==> src/fcdp_defs.vh <==
// fcdp_defs.vh: offsets, field positions, reset values and timing counts
// assumes 32-bit classic wishbone with byte addresses, registers in the low byte except the command/address register (bits 31, 30 and 17:0)
`ifndef FCDP_DEFS_VH
`define FCDP_DEFS_VH

// ----------------------------------------------------------------
// register offsets (byte addresses)
// ----------------------------------------------------------------
`define FCDP_OFF_CLKDIV     4'h0
`define FCDP_OFF_PROT       4'h4
`define FCDP_OFF_CMD_ADDR   4'h8
`define FCDP_OFF_STATUS     4'hc

// ----------------------------------------------------------------
// field positions
// ----------------------------------------------------------------
`define FCDP_DIV_LOCK_BIT   6
`define FCDP_OPEN_BIT       7
`define FCDP_HDIS_BIT       5
`define FCDP_HSIZE_HI       4
`define FCDP_HSIZE_LO       3
`define FCDP_LDIS_BIT       2
`define FCDP_LSIZE_HI       1
`define FCDP_LSIZE_LO       0
`define FCDP_CMD_ERASE_BIT  31
`define FCDP_CMD_GO_BIT     30
`define FCDP_ST_VIOL_BIT    0
`define FCDP_ST_DONE_BIT    1
`define FCDP_ST_BUSY_BIT    2

// ----------------------------------------------------------------
// reset values and fixed addresses
// ----------------------------------------------------------------
`define FCDP_CLKDIV_RST     8'h00
`define FCDP_PROT_RST       8'hff
`define FCDP_PROT_LOAD_ADDR 18'h3ff0c
`define FCDP_LOW_BASE       18'h38000
`define FCDP_HIGH_END       18'h3ffff

// ----------------------------------------------------------------
// timing
// ----------------------------------------------------------------
`define FCDP_TICK_HZ        1000000
`define FCDP_PROG_US        16'h0014
`define FCDP_ERASE_US       16'h0064

`endif

==> src/fcdp_tick_gen.v <==
// fcdp_tick_gen.v: divides the bus clock down to a 1 MHz tick
// assumes divider_value was chosen from the recommended band table
`timescale 1ns/1ps

module fcdp_tick_gen
(
    input  wire       clk_i,
    input  wire       rst_i,
    input  wire [5:0] divider_value_i,
    output reg        tick_o
);

reg [5:0] cnt_ff;
wire [5:0] nxt_cnt;

// divide by value plus one: code 0x00 covers the 1.0 to 1.6 MHz band
assign nxt_cnt = (cnt_ff >= divider_value_i) ? 6'h00 : cnt_ff + 6'h01;

always @(posedge clk_i)
begin
    if (rst_i)
    begin
        cnt_ff <= 6'h00;
        tick_o <= 1'b0;
    end
    else
    begin
        cnt_ff <= nxt_cnt;
        tick_o <= (cnt_ff >= divider_value_i);
    end
end

endmodule // fcdp_tick_gen

==> src/fcdp_range_check.v <==
// fcdp_range_check.v: classes one flash address as protected or not
// assumes an 18-bit global address and the protection byte layout
`timescale 1ns/1ps
`include "fcdp_defs.vh"

module fcdp_range_check
(
    input  wire [17:0] addr_i,
    input  wire [7:0]  prot_i,
    output wire        protected_o
);

// ----------------------------------------------------------------
// range bounds
// ----------------------------------------------------------------
function [17:0] high_start;
    input [1:0] size;
    begin
        case (size)
            2'b00:   high_start = 18'h3f800;
            2'b01:   high_start = 18'h3f000;
            2'b10:   high_start = 18'h3e000;
            default: high_start = 18'h3c000;
        endcase
    end
endfunction

function [17:0] low_end;
    input [1:0] size;
    begin
        case (size)
            2'b00:   low_end = 18'h383ff;
            2'b01:   low_end = 18'h387ff;
            2'b10:   low_end = 18'h38fff;
            default: low_end = 18'h39fff;
        endcase
    end
endfunction

wire in_high;
wire in_low;
wire in_any;

assign in_high = !prot_i[`FCDP_HDIS_BIT]
    && (addr_i >= high_start(prot_i[`FCDP_HSIZE_HI:`FCDP_HSIZE_LO]))
    && (addr_i <= `FCDP_HIGH_END);
assign in_low = !prot_i[`FCDP_LDIS_BIT]
    && (addr_i >= `FCDP_LOW_BASE)
    && (addr_i <= low_end(prot_i[`FCDP_LSIZE_HI:`FCDP_LSIZE_LO]));
assign in_any = in_high | in_low;

// open mode protects inside the ranges, closed mode protects outside them
assign protected_o = prot_i[`FCDP_OPEN_BIT] ? in_any : !in_any;

endmodule // fcdp_range_check

==> src/fcdp_ctrl.v <==
// fcdp_ctrl.v: flash clock divider and range protection controller
// assumes a classic wishbone master on clk_i and a flash word reader for
// the boot-time protection load; program and erase are timed, not driven
//
// The Wishbone interface to the registers and the placing of the registers were decided locally.
`timescale 1ns/1ps
`include "fcdp_defs.vh"

module fcdp_ctrl
#(
    parameter CLK_HZ = 100000000
)
(
    input  wire        clk_i,
    input  wire        rst_i,
    input  wire        cyc_i,
    input  wire        stb_i,
    input  wire        we_i,
    input  wire [3:0]  adr_i,
    input  wire [3:0]  sel_i,
    input  wire [31:0] dat_i,
    output reg  [31:0] dat_o,
    output reg         ack_o,
    output reg         err_o,
    output reg         nvm_rd_o,
    output reg  [17:0] nvm_addr_o,
    input  wire        nvm_valid_i,
    input  wire [7:0]  nvm_data_i,
    output reg         tick_o,
    output reg         prog_busy_o
);

// ----------------------------------------------------------------
// state
// ----------------------------------------------------------------
localparam ST_LOAD = 3'b001;
localparam ST_IDLE = 3'b010;
localparam ST_RUN  = 3'b100;

localparam [15:0] PROG_TICKS  = `FCDP_PROG_US;
localparam [15:0] ERASE_TICKS = `FCDP_ERASE_US;

reg [2:0]  state_ff;
reg [2:0]  nxt_state;
reg [7:0]  clkdiv_ff;
reg [7:0]  nxt_clkdiv;
reg [7:0]  prot_ff;
reg [7:0]  nxt_prot;
reg [17:0] cmd_addr_ff;
reg [17:0] nxt_cmd_addr;
reg        erase_ff;
reg        nxt_erase;
reg        viol_ff;
reg        nxt_viol;
reg        done_ff;
reg        nxt_done;
reg [15:0] ticks_ff;
reg [15:0] nxt_ticks;

wire       tick_w;
wire       cmd_prot_w;
wire       wb_req;
wire       wb_wr;
wire       mapped;
wire       go_req;

// ----------------------------------------------------------------
// submodules
// ----------------------------------------------------------------
fcdp_tick_gen fcdp_tick_gen_i
(
    .clk_i           (clk_i),
    .rst_i           (rst_i),
    .divider_value_i (clkdiv_ff[5:0]),
    .tick_o          (tick_w)
);

fcdp_range_check fcdp_range_check_i
(
    .addr_i      (cmd_addr_ff),
    .prot_i      (prot_ff),
    .protected_o (cmd_prot_w)
);

// ----------------------------------------------------------------
// bus decode
// ----------------------------------------------------------------
// answer one cycle after the strobe, dropped in the cycle after
assign wb_req = cyc_i && stb_i && !ack_o && !err_o;
assign mapped = (adr_i == `FCDP_OFF_CLKDIV) || (adr_i == `FCDP_OFF_PROT)
             || (adr_i == `FCDP_OFF_CMD_ADDR) || (adr_i == `FCDP_OFF_STATUS);
assign wb_wr  = wb_req && we_i && mapped;
assign go_req = wb_wr && (adr_i == `FCDP_OFF_CMD_ADDR) && sel_i[3]
             && dat_i[`FCDP_CMD_GO_BIT];

// ----------------------------------------------------------------
// next state
// ----------------------------------------------------------------
always @*
begin
    nxt_state    = state_ff;
    nxt_clkdiv   = clkdiv_ff;
    nxt_prot     = prot_ff;
    nxt_cmd_addr = cmd_addr_ff;
    nxt_erase    = erase_ff;
    nxt_viol     = viol_ff;
    nxt_done     = done_ff;
    nxt_ticks    = ticks_ff;

    if (wb_wr && sel_i[0] && (adr_i == `FCDP_OFF_CLKDIV))
    begin
        if (!clkdiv_ff[`FCDP_DIV_LOCK_BIT])
            nxt_clkdiv[5:0] = dat_i[5:0];
        // lock is set-only: a written zero leaves it alone
        nxt_clkdiv[`FCDP_DIV_LOCK_BIT] = clkdiv_ff[`FCDP_DIV_LOCK_BIT]
                                       | dat_i[`FCDP_DIV_LOCK_BIT];
    end

    if (wb_wr && sel_i[0] && (adr_i == `FCDP_OFF_PROT) && !state_ff[0])
    begin
        nxt_prot[7:2] = dat_i[7:2];
        if (prot_ff[`FCDP_LDIS_BIT])
            nxt_prot[1:0] = dat_i[1:0];
    end

    // write one to clear; a new event in the same cycle wins
    if (wb_wr && sel_i[0] && (adr_i == `FCDP_OFF_STATUS))
    begin
        if (dat_i[`FCDP_ST_VIOL_BIT])
            nxt_viol = 1'b0;
        if (dat_i[`FCDP_ST_DONE_BIT])
            nxt_done = 1'b0;
    end

    if (wb_wr && (adr_i == `FCDP_OFF_CMD_ADDR) && !state_ff[2])
    begin
        if (sel_i[0])
            nxt_cmd_addr[7:0] = dat_i[7:0];
        if (sel_i[1])
            nxt_cmd_addr[15:8] = dat_i[15:8];
        if (sel_i[2])
            nxt_cmd_addr[17:16] = dat_i[17:16];
        if (sel_i[3])
            nxt_erase = dat_i[`FCDP_CMD_ERASE_BIT];
    end

    case (state_ff)
        ST_LOAD:
        begin
            if (nvm_valid_i)
            begin
                nxt_prot  = nvm_data_i;
                nxt_state = ST_IDLE;
            end
        end
        ST_IDLE:
        begin
            // checked against the address already held, before this write
            if (go_req)
            begin
                if (cmd_prot_w)
                    nxt_viol = 1'b1;
                else
                begin
                    nxt_ticks = dat_i[`FCDP_CMD_ERASE_BIT] ? ERASE_TICKS : PROG_TICKS;
                    nxt_state = ST_RUN;
                end
            end
        end
        ST_RUN:
        begin
            if (tick_w)
            begin
                if (ticks_ff == 16'h0001)
                begin
                    nxt_done  = 1'b1;
                    nxt_state = ST_IDLE;
                end
                nxt_ticks = ticks_ff - 16'h0001;
            end
        end
        default:
            nxt_state = ST_LOAD;
    endcase
end

// ----------------------------------------------------------------
// registers
// ----------------------------------------------------------------
always @(posedge clk_i)
begin
    if (rst_i)
    begin
        state_ff    <= ST_LOAD;
        clkdiv_ff   <= `FCDP_CLKDIV_RST;
        prot_ff     <= `FCDP_PROT_RST;
        cmd_addr_ff <= 18'h00000;
        erase_ff    <= 1'b0;
        viol_ff     <= 1'b0;
        done_ff     <= 1'b0;
        ticks_ff    <= 16'h0000;
        ack_o       <= 1'b0;
        err_o       <= 1'b0;
        dat_o       <= 32'h00000000;
        nvm_rd_o    <= 1'b0;
        nvm_addr_o  <= 18'h00000;
        tick_o      <= 1'b0;
        prog_busy_o <= 1'b0;
    end
    else
    begin
        state_ff    <= nxt_state;
        clkdiv_ff   <= nxt_clkdiv;
        prot_ff     <= nxt_prot;
        cmd_addr_ff <= nxt_cmd_addr;
        erase_ff    <= nxt_erase;
        viol_ff     <= nxt_viol;
        done_ff     <= nxt_done;
        ticks_ff    <= nxt_ticks;
        ack_o       <= wb_req && mapped;
        err_o       <= wb_req && !mapped;
        nvm_rd_o    <= (nxt_state == ST_LOAD);
        nvm_addr_o  <= `FCDP_PROT_LOAD_ADDR;
        tick_o      <= tick_w;
        prog_busy_o <= (nxt_state == ST_RUN);
        dat_o       <= 32'h00000000;
        if (wb_req && !we_i)
        begin
            case (adr_i)
                `FCDP_OFF_CLKDIV:   dat_o <= {24'h000000, clkdiv_ff};
                `FCDP_OFF_PROT:     dat_o <= {24'h000000, prot_ff};
                `FCDP_OFF_CMD_ADDR: dat_o <= {erase_ff, 13'h0000, cmd_addr_ff};
                `FCDP_OFF_STATUS:   dat_o <= {29'h00000000, state_ff[2], done_ff, viol_ff};
                default:            dat_o <= 32'h00000000;
            endcase
        end
    end
end

endmodule // fcdp_ctrl

==> config.mk <==
export PLATFORM = sky130hd
export DESIGN_NAME = fcdp_ctrl
export DESIGN_NICKNAME = d
export VERILOG_FILES = /design/src/fcdp_tick_gen.v /design/src/fcdp_range_check.v /design/src/fcdp_ctrl.v
export VERILOG_INCLUDE_DIRS = /design/src
export SDC_FILE = /design/constraint.sdc
export NUM_CORES = 1
export LEC_CHECK = 0
export ABC_CLOCK_PERIOD_IN_PS = 2550
export BUFFER_PORTS_ARGS = -buffer_cell sky130_fd_sc_hd__buf_2
export CAP_MARGIN = 0
export CORE_MARGIN = 2
export CORE_UTILIZATION = 37
export CTS_CLUSTER_SIZE = 28
export DETAILED_ROUTE_END_ITERATION = 6
export GPL_ROUTABILITY_DRIVEN = 0
export PLACE_DENSITY = 0.6
export SKIP_CTS_REPAIR_TIMING = 1
export SYNTH_ARGS = -nofsm -noshare
export SYNTH_HDL_FRONTEND = slang
export SYNTH_HIERARCHICAL = 1
export SYNTH_SLANG_ARGS = --single-unit
export TNS_END_PERCENT = 10
==> constraint.sdc <==
create_clock -name clk_i -period 2.55 [get_ports clk_i]
set_clock_uncertainty 0.1 [all_clocks]
set_input_delay 0.51 -clock clk_i [delete_from_list [all_inputs] [get_ports clk_i]]
set_output_delay 0.51 -clock clk_i [all_outputs]
set_load 0.005 [all_outputs]
# Word level (Yosys, flattened, before mapping)
# Index checks and enable logic that the tools add are counted.
# W data, S select, Z words.
# op_classes
n_addsub,2
magnitude_cmp,5
eq_ne,16
n_mux,30
n_bitwise,4
n_reduce_logical,45
# op_table
operator,count
$pmux W32 S4,1
$mux W16,3
$pmux W14 S3,1
$pmux W13 S3,1
$pmux W16 S2,1
$mux W8,3
$logic_and A1 B1 Y1,21
$ge A18 B18 Y1,1
$ge A18 B18 Y1 const B,1
$le A18 B18 Y1,1
$le A18 B18 Y1 const B,1
$mux W18,1
$eq A16 B1 Y1 const B,1
$sub A16 B1 Y16 const B,1
$mux W3,5
$mux W1,11
$reduce_and A2 Y1,5
$logic_not A1 Y1,9
$pmux W3 S3,1
$eq A4 B4 Y1 const B,2
$mux W7,1
$add A6 B1 Y6 const B,1
$eq A3 B1 Y1 const B,2
$eq A3 B3 Y1 const B,2
16 further kinds,25
# word_totals
register_bits,117
in_bits,54
out_inout_bits,55
elab_cells,122

# Logic depth before layout (Yosys ltp)
# depth
ltp_word,12
mapped_depth,13
depth_no_buf,11

# Cells and area by module
# The synthesis kept the hierarchy.
# modules_own_cells
module,n_inst,cells_per_inst,area_per_inst_um2,seq_area_each_um2
fcdp_ctrl,1,441,3928.8,1601.5
fcdp_tick_gen,1,46,446.7,140.1
fcdp_range_check,1,34,266.5,0.0

# Worst setup path after synthesis
# Ideal clock, no wire load.
# synth_timing
path_type,reg-to-reg
start,reg prot_ff[3]
end,reg ticks_ff[14]
setup_time_ps,72
arrival_time_ps,2616
required_time_ps,2378
setup_slack_ps,-237
path_stages_with_launch,14
n_path_buf,2
synth_period_minus_slack_ps,2787
cell_sequence,dfxtp_1 > and2_1 > ha_1 > and4bb_2 > nand4_1 > and3b_1 > o22ai_2 > xnor2_1 > and4b_1 > a41oi_1 > clkbuf_1 > buf_2 > nand2_1 > mux2i_1
# synth_via
elab_chain_cells,10
word_cells_on_any_way,12
cone_classes,order compare: 1; eq/ne: 3; mux: 2; bitwise: 1; reduce/logical: 5
# synth_rtl
item,line_no,source
start: declaration,fcdp_ctrl.v:47,reg [7:0] prot_ff;
start signal: assignment,fcdp_ctrl.v:196,prot_ff <= `FCDP_PROT_RST;
start signal: assignment,fcdp_ctrl.v:214,prot_ff <= nxt_prot;
$eq A2 B2 Y1 (tied with other cells),fcdp_range_check.v:19,case (size)
$pmux W14 S3 (*),fcdp_range_check.v:19,
$ge A18 B18 Y1 (*),fcdp_range_check.v:45,&& (addr_i >= high_start(prot_i[`FCDP_HSIZE_HI:`FCDP_HSIZE_LO]))
$logic_and A1 B1 Y1 (*) (2 in series),fcdp_range_check.v:44,assign in_high = !prot_i[`FCDP_HDIS_BIT]
$or A1 B1 Y1 (*),fcdp_range_check.v:50,assign in_any = in_high | in_low;
$logic_not A1 Y1,fcdp_range_check.v:53,assign protected_o = prot_i[`FCDP_OPEN_BIT] ? in_any : !in_any;
$mux W1 (*),fcdp_range_check.v:53,
named net cmd_prot_w,fcdp_ctrl.v:61,wire cmd_prot_w;
$ne A2 B2 Y1 (no source line) (*),n/a,
$reduce_and A4 Y1 (no source line) (*),n/a,
end signal: assignment,fcdp_ctrl.v:219,ticks_ff <= nxt_ticks;
end: declaration,fcdp_ctrl.v:57,reg [15:0] ticks_ff;
# Mark *: on every way through the listed nets, which the timed path passes. The rest lies on a longest branch.
# A chain may end at the register's enable or synchronous reset.

# Worst setup path after layout
# layout_timing
start,reg prot_ff[4]
end,reg ticks_ff[8]
# Same word-level chain as after synthesis.

==> impl_results.md <==
* CP startpoint kind: flop
* Antenna Violating Nets Remaining at 0
* FF-to-FF Start: prot_ff[4]
* Failing checks: setup timing
* Rows at 40
* Post-DP HPWL at 8980 um
* Via count of the first global-routing pass at 3,747
* First-pass GRT wire length at 18,600 um
* Total GRT Usage at 18.0%
* Drt drc at 0
* Clock Latency Late Sink at 350 ps
* Final setup fails at 19
* Iteration-0 DRC Markers at 274
* H-tree depth at 3
* Leakage Power at 2.32 nW
* CP Class: flop to flop
* # diodes at 0
* Cell family contributing the most delay on the critical path: simple AND/OR/NAND/NOR gates
* Yosys warning count at 6
* Placed Instances at 763
* EDFF count, synth at 0
* Ys async rst share at 0%
* Num ports at 109
* Wire per inst at 15.1 um
* Worst reg2reg path endpoint: ticks_ff[8]
* Status: finished, violations left
* Register area share after synthesis at 37.5%
* Die Ht at 116 um
* Num CTS Buffers at 9
* RSZ-0062 raised after global routing: true
* Worst min path class: primary input to flop
* Final WS setup at -265 ps
* Max-slew violation count at 0
* Reg2reg path depth at 12
* Max-Cap Viols at 0
* Final instance area at 5740 um^2
* Critical path origin: prot_ff[4]
* Crit-path cells: and2_4 -> ha_4 -> and4bb_2 -> nand4_1 -> and3b_1 -> o22ai_2 -> xnor2_2 -> and3b_2 -> nand4_4 -> buf_12 -> a2111oi_4 -> mux2i_1
* CP required at 2720 ps
* Worst-margin pin slew at 814 ps
* Starting density of the core at 38.3%
* Critical path endpoint: ticks_ff[8]
* Distinct cells, synth at 68
* Vias per cell at 5.02
* Core area at 12,100 um^2
* CP Capture Type: flop
* Synthesized flop and latch total at 87
* Pre-antenna DRT Iters at 4
* Clock root buffer: clkbuf_16
* Synthesized instance count at 521
* TritonCTS clock tree: done
* DP Area at 5260 um^2
* Area Growth Syn to Fin at 23.6%
* Minimum clock period at 2810 ps
* Buf+Inv Stages, Crit Path at 1
* CTS max path bufs at 2
* Overall power at 3.18 mW
* Finished Layout Cells at 780
* Period utilisation layout at 110%
* Overflow after GRT at 0
* Final nets at 676
* Initial antenna violation count at 0
* TritonCTS Sinks at 87
* Vias at 3,913
* Final WL at 11,800 um
* R2R Setup Slk at -260 ps
* Commonest cells after routing, fill and taps aside: dfxtp_1, buf_2, nand2_1
* Commonest non-fill, non-tap cell in the layout: dfxtp_1
* Final hold viol count at 0
* Critical Path Max Stage Delay at 340 ps
* Highest-delay cell along the critical path: dfxtp_2
* Syn_area_per_cell at 8.91 um^2
* Synthesized area at 4640 um^2
* Slew HR at 45.5%
* Crit path DAT at 2990 ps
* Crit Path Max Fanout at 8
* Pwr per Cell Area at 553 nW/um^2
* Port Buf Inserts at 77
* Die X at 116 um
* Layout cells sized above 1 at 30.2%
* Clock transition at path regs at 70 ps
* Die area at 13,500 um^2
* WHS at 309 ps
* Max VDD drop at 0.364 mV
* Prevailing post-synth register cell: dfxtp_1
* Largest net degree at the start of global routing at 22
* Levels on crit path at 12
* Setup Total Neg Slack at -3840 ps
* Fmax at 355 MHz
worst reg2reg max path, stage by stage, from the launching register on:
cell and delay, ps:
dfxtp_2 340, and2_4 160, ha_4 260, and4bb_2 210
nand4_1 70, and3b_1 190, o22ai_2 210, xnor2_2 110
and3b_2 260, nand4_4 110, buf_12 190, a2111oi_4 320
mux2i_1 210
registers in the layout (all words and copies together), names as in the netlist:
signal / cells
dat_o: 19
cmd_addr_ff: 18
ticks_ff: 16
prot_ff: 8
clkdiv_ff: 7
fcdp_tick_gen_i/cnt_ff: 6
state_ff: 3
ack_o: 1
done_ff: 1
erase_ff: 1
err_o: 1
fcdp_tick_gen_i/tick_o: 1
nvm_addr_o: 1
nvm_rd_o: 1
prog_busy_o: 1
tick_o: 1
viol_ff: 1
per-stage QoR:
stage / setup WS, ps / utilization (%)
after detailed placement: -385 / 43.4
after floorplan: -96.1 / -
after global routing: -463 / 47.4
after global placement: -267 / 43.4
final: -265 / 47.4
after CTS: -412 / 45.9
synth_stat cells, drive strengths merged (9+ instances only):
| master | n | area share (%) |
|---|---|---|
| ha | 15 | 4.0 |
| nand2 | 65 | 5.3 |
| nand4 | 10 | 1.7 |
| mux2i | 32 | 6.9 |
| clkbuf | 15 | 1.2 |
| a21oi | 27 | 3.3 |
| inv | 17 | 1.4 |
| o21ai | 18 | 1.9 |
| a2111oi | 9 | 3.0 |
| dfxtp | 87 | 38 |
| nand3 | 21 | 2.3 |
| and2 | 16 | 2.2 |
| nand2b | 14 | 2.0 |
| buf | 41 | 6.1 |
| nor2 | 40 | 3.6 |
final cells by class:
type | count | area [um^2]
fillers | 1155 | 6370
inverters | 17 | 63.8
repair buffers | 113 | 689
multi-input cells | 379 | 2720
clock buffers | 10 | 239
well taps | 168 | 210
flip-flops and latches | 87 | 1750
clock inverters | 6 | 67.6
power by group:
group	switching (mW)	leakage [nW]	total, mW	internal, mW
registers	0.0364	0.704	1.43	1.39
logic	0.220	1.47	0.391	0.171
clock network	0.563	0.145	1.35	0.791
total	0.820	2.32	3.18	2.36
cells by family after synthesis:
| family | count (synthesis) | share of synthesized area (%) |
|---|---|---|
| AO/OA/AOI/OAI | 88 | 14.3 |
| XOR/XNOR | 5 | 0.944 |
| adder cells (fa/ha/maj) | 15 | 4.04 |
| buffers and inverters | 73 | 8.76 |
| flip-flops | 87 | 37.5 |
| multiplexers | 36 | 7.87 |
| other | 1 | 0.0808 |
| AND/OR/NAND/NOR | 216 | 26.4 |
metal layers:
metal	GRT usage (%)	part of all wire (%)	vias up
met3	4.71	6.4	20
li1	-	-	1974
met2	28.5	46	143
met1	23.0	46	1776
met5	0	0	-
met4	8.10	2.3	0
worst min path at each step:
stage	depth (start not counted)	endpoint	slack (ps)	from
after detailed placement	1	dat_o[31]	360	erase_ff
after floorplan	1	dat_o[31]	330	erase_ff
final	3	cmd_addr_ff[11]	310	dat_i[11]
after CTS	3	cmd_addr_ff[13]	300	dat_i[13]
after global placement	2	ticks_ff[13]	350	ticks_ff[13]
after global routing	3	cmd_addr_ff[11]	290	dat_i[11]
No activity file was read; power rests on OpenSTA's default activity.
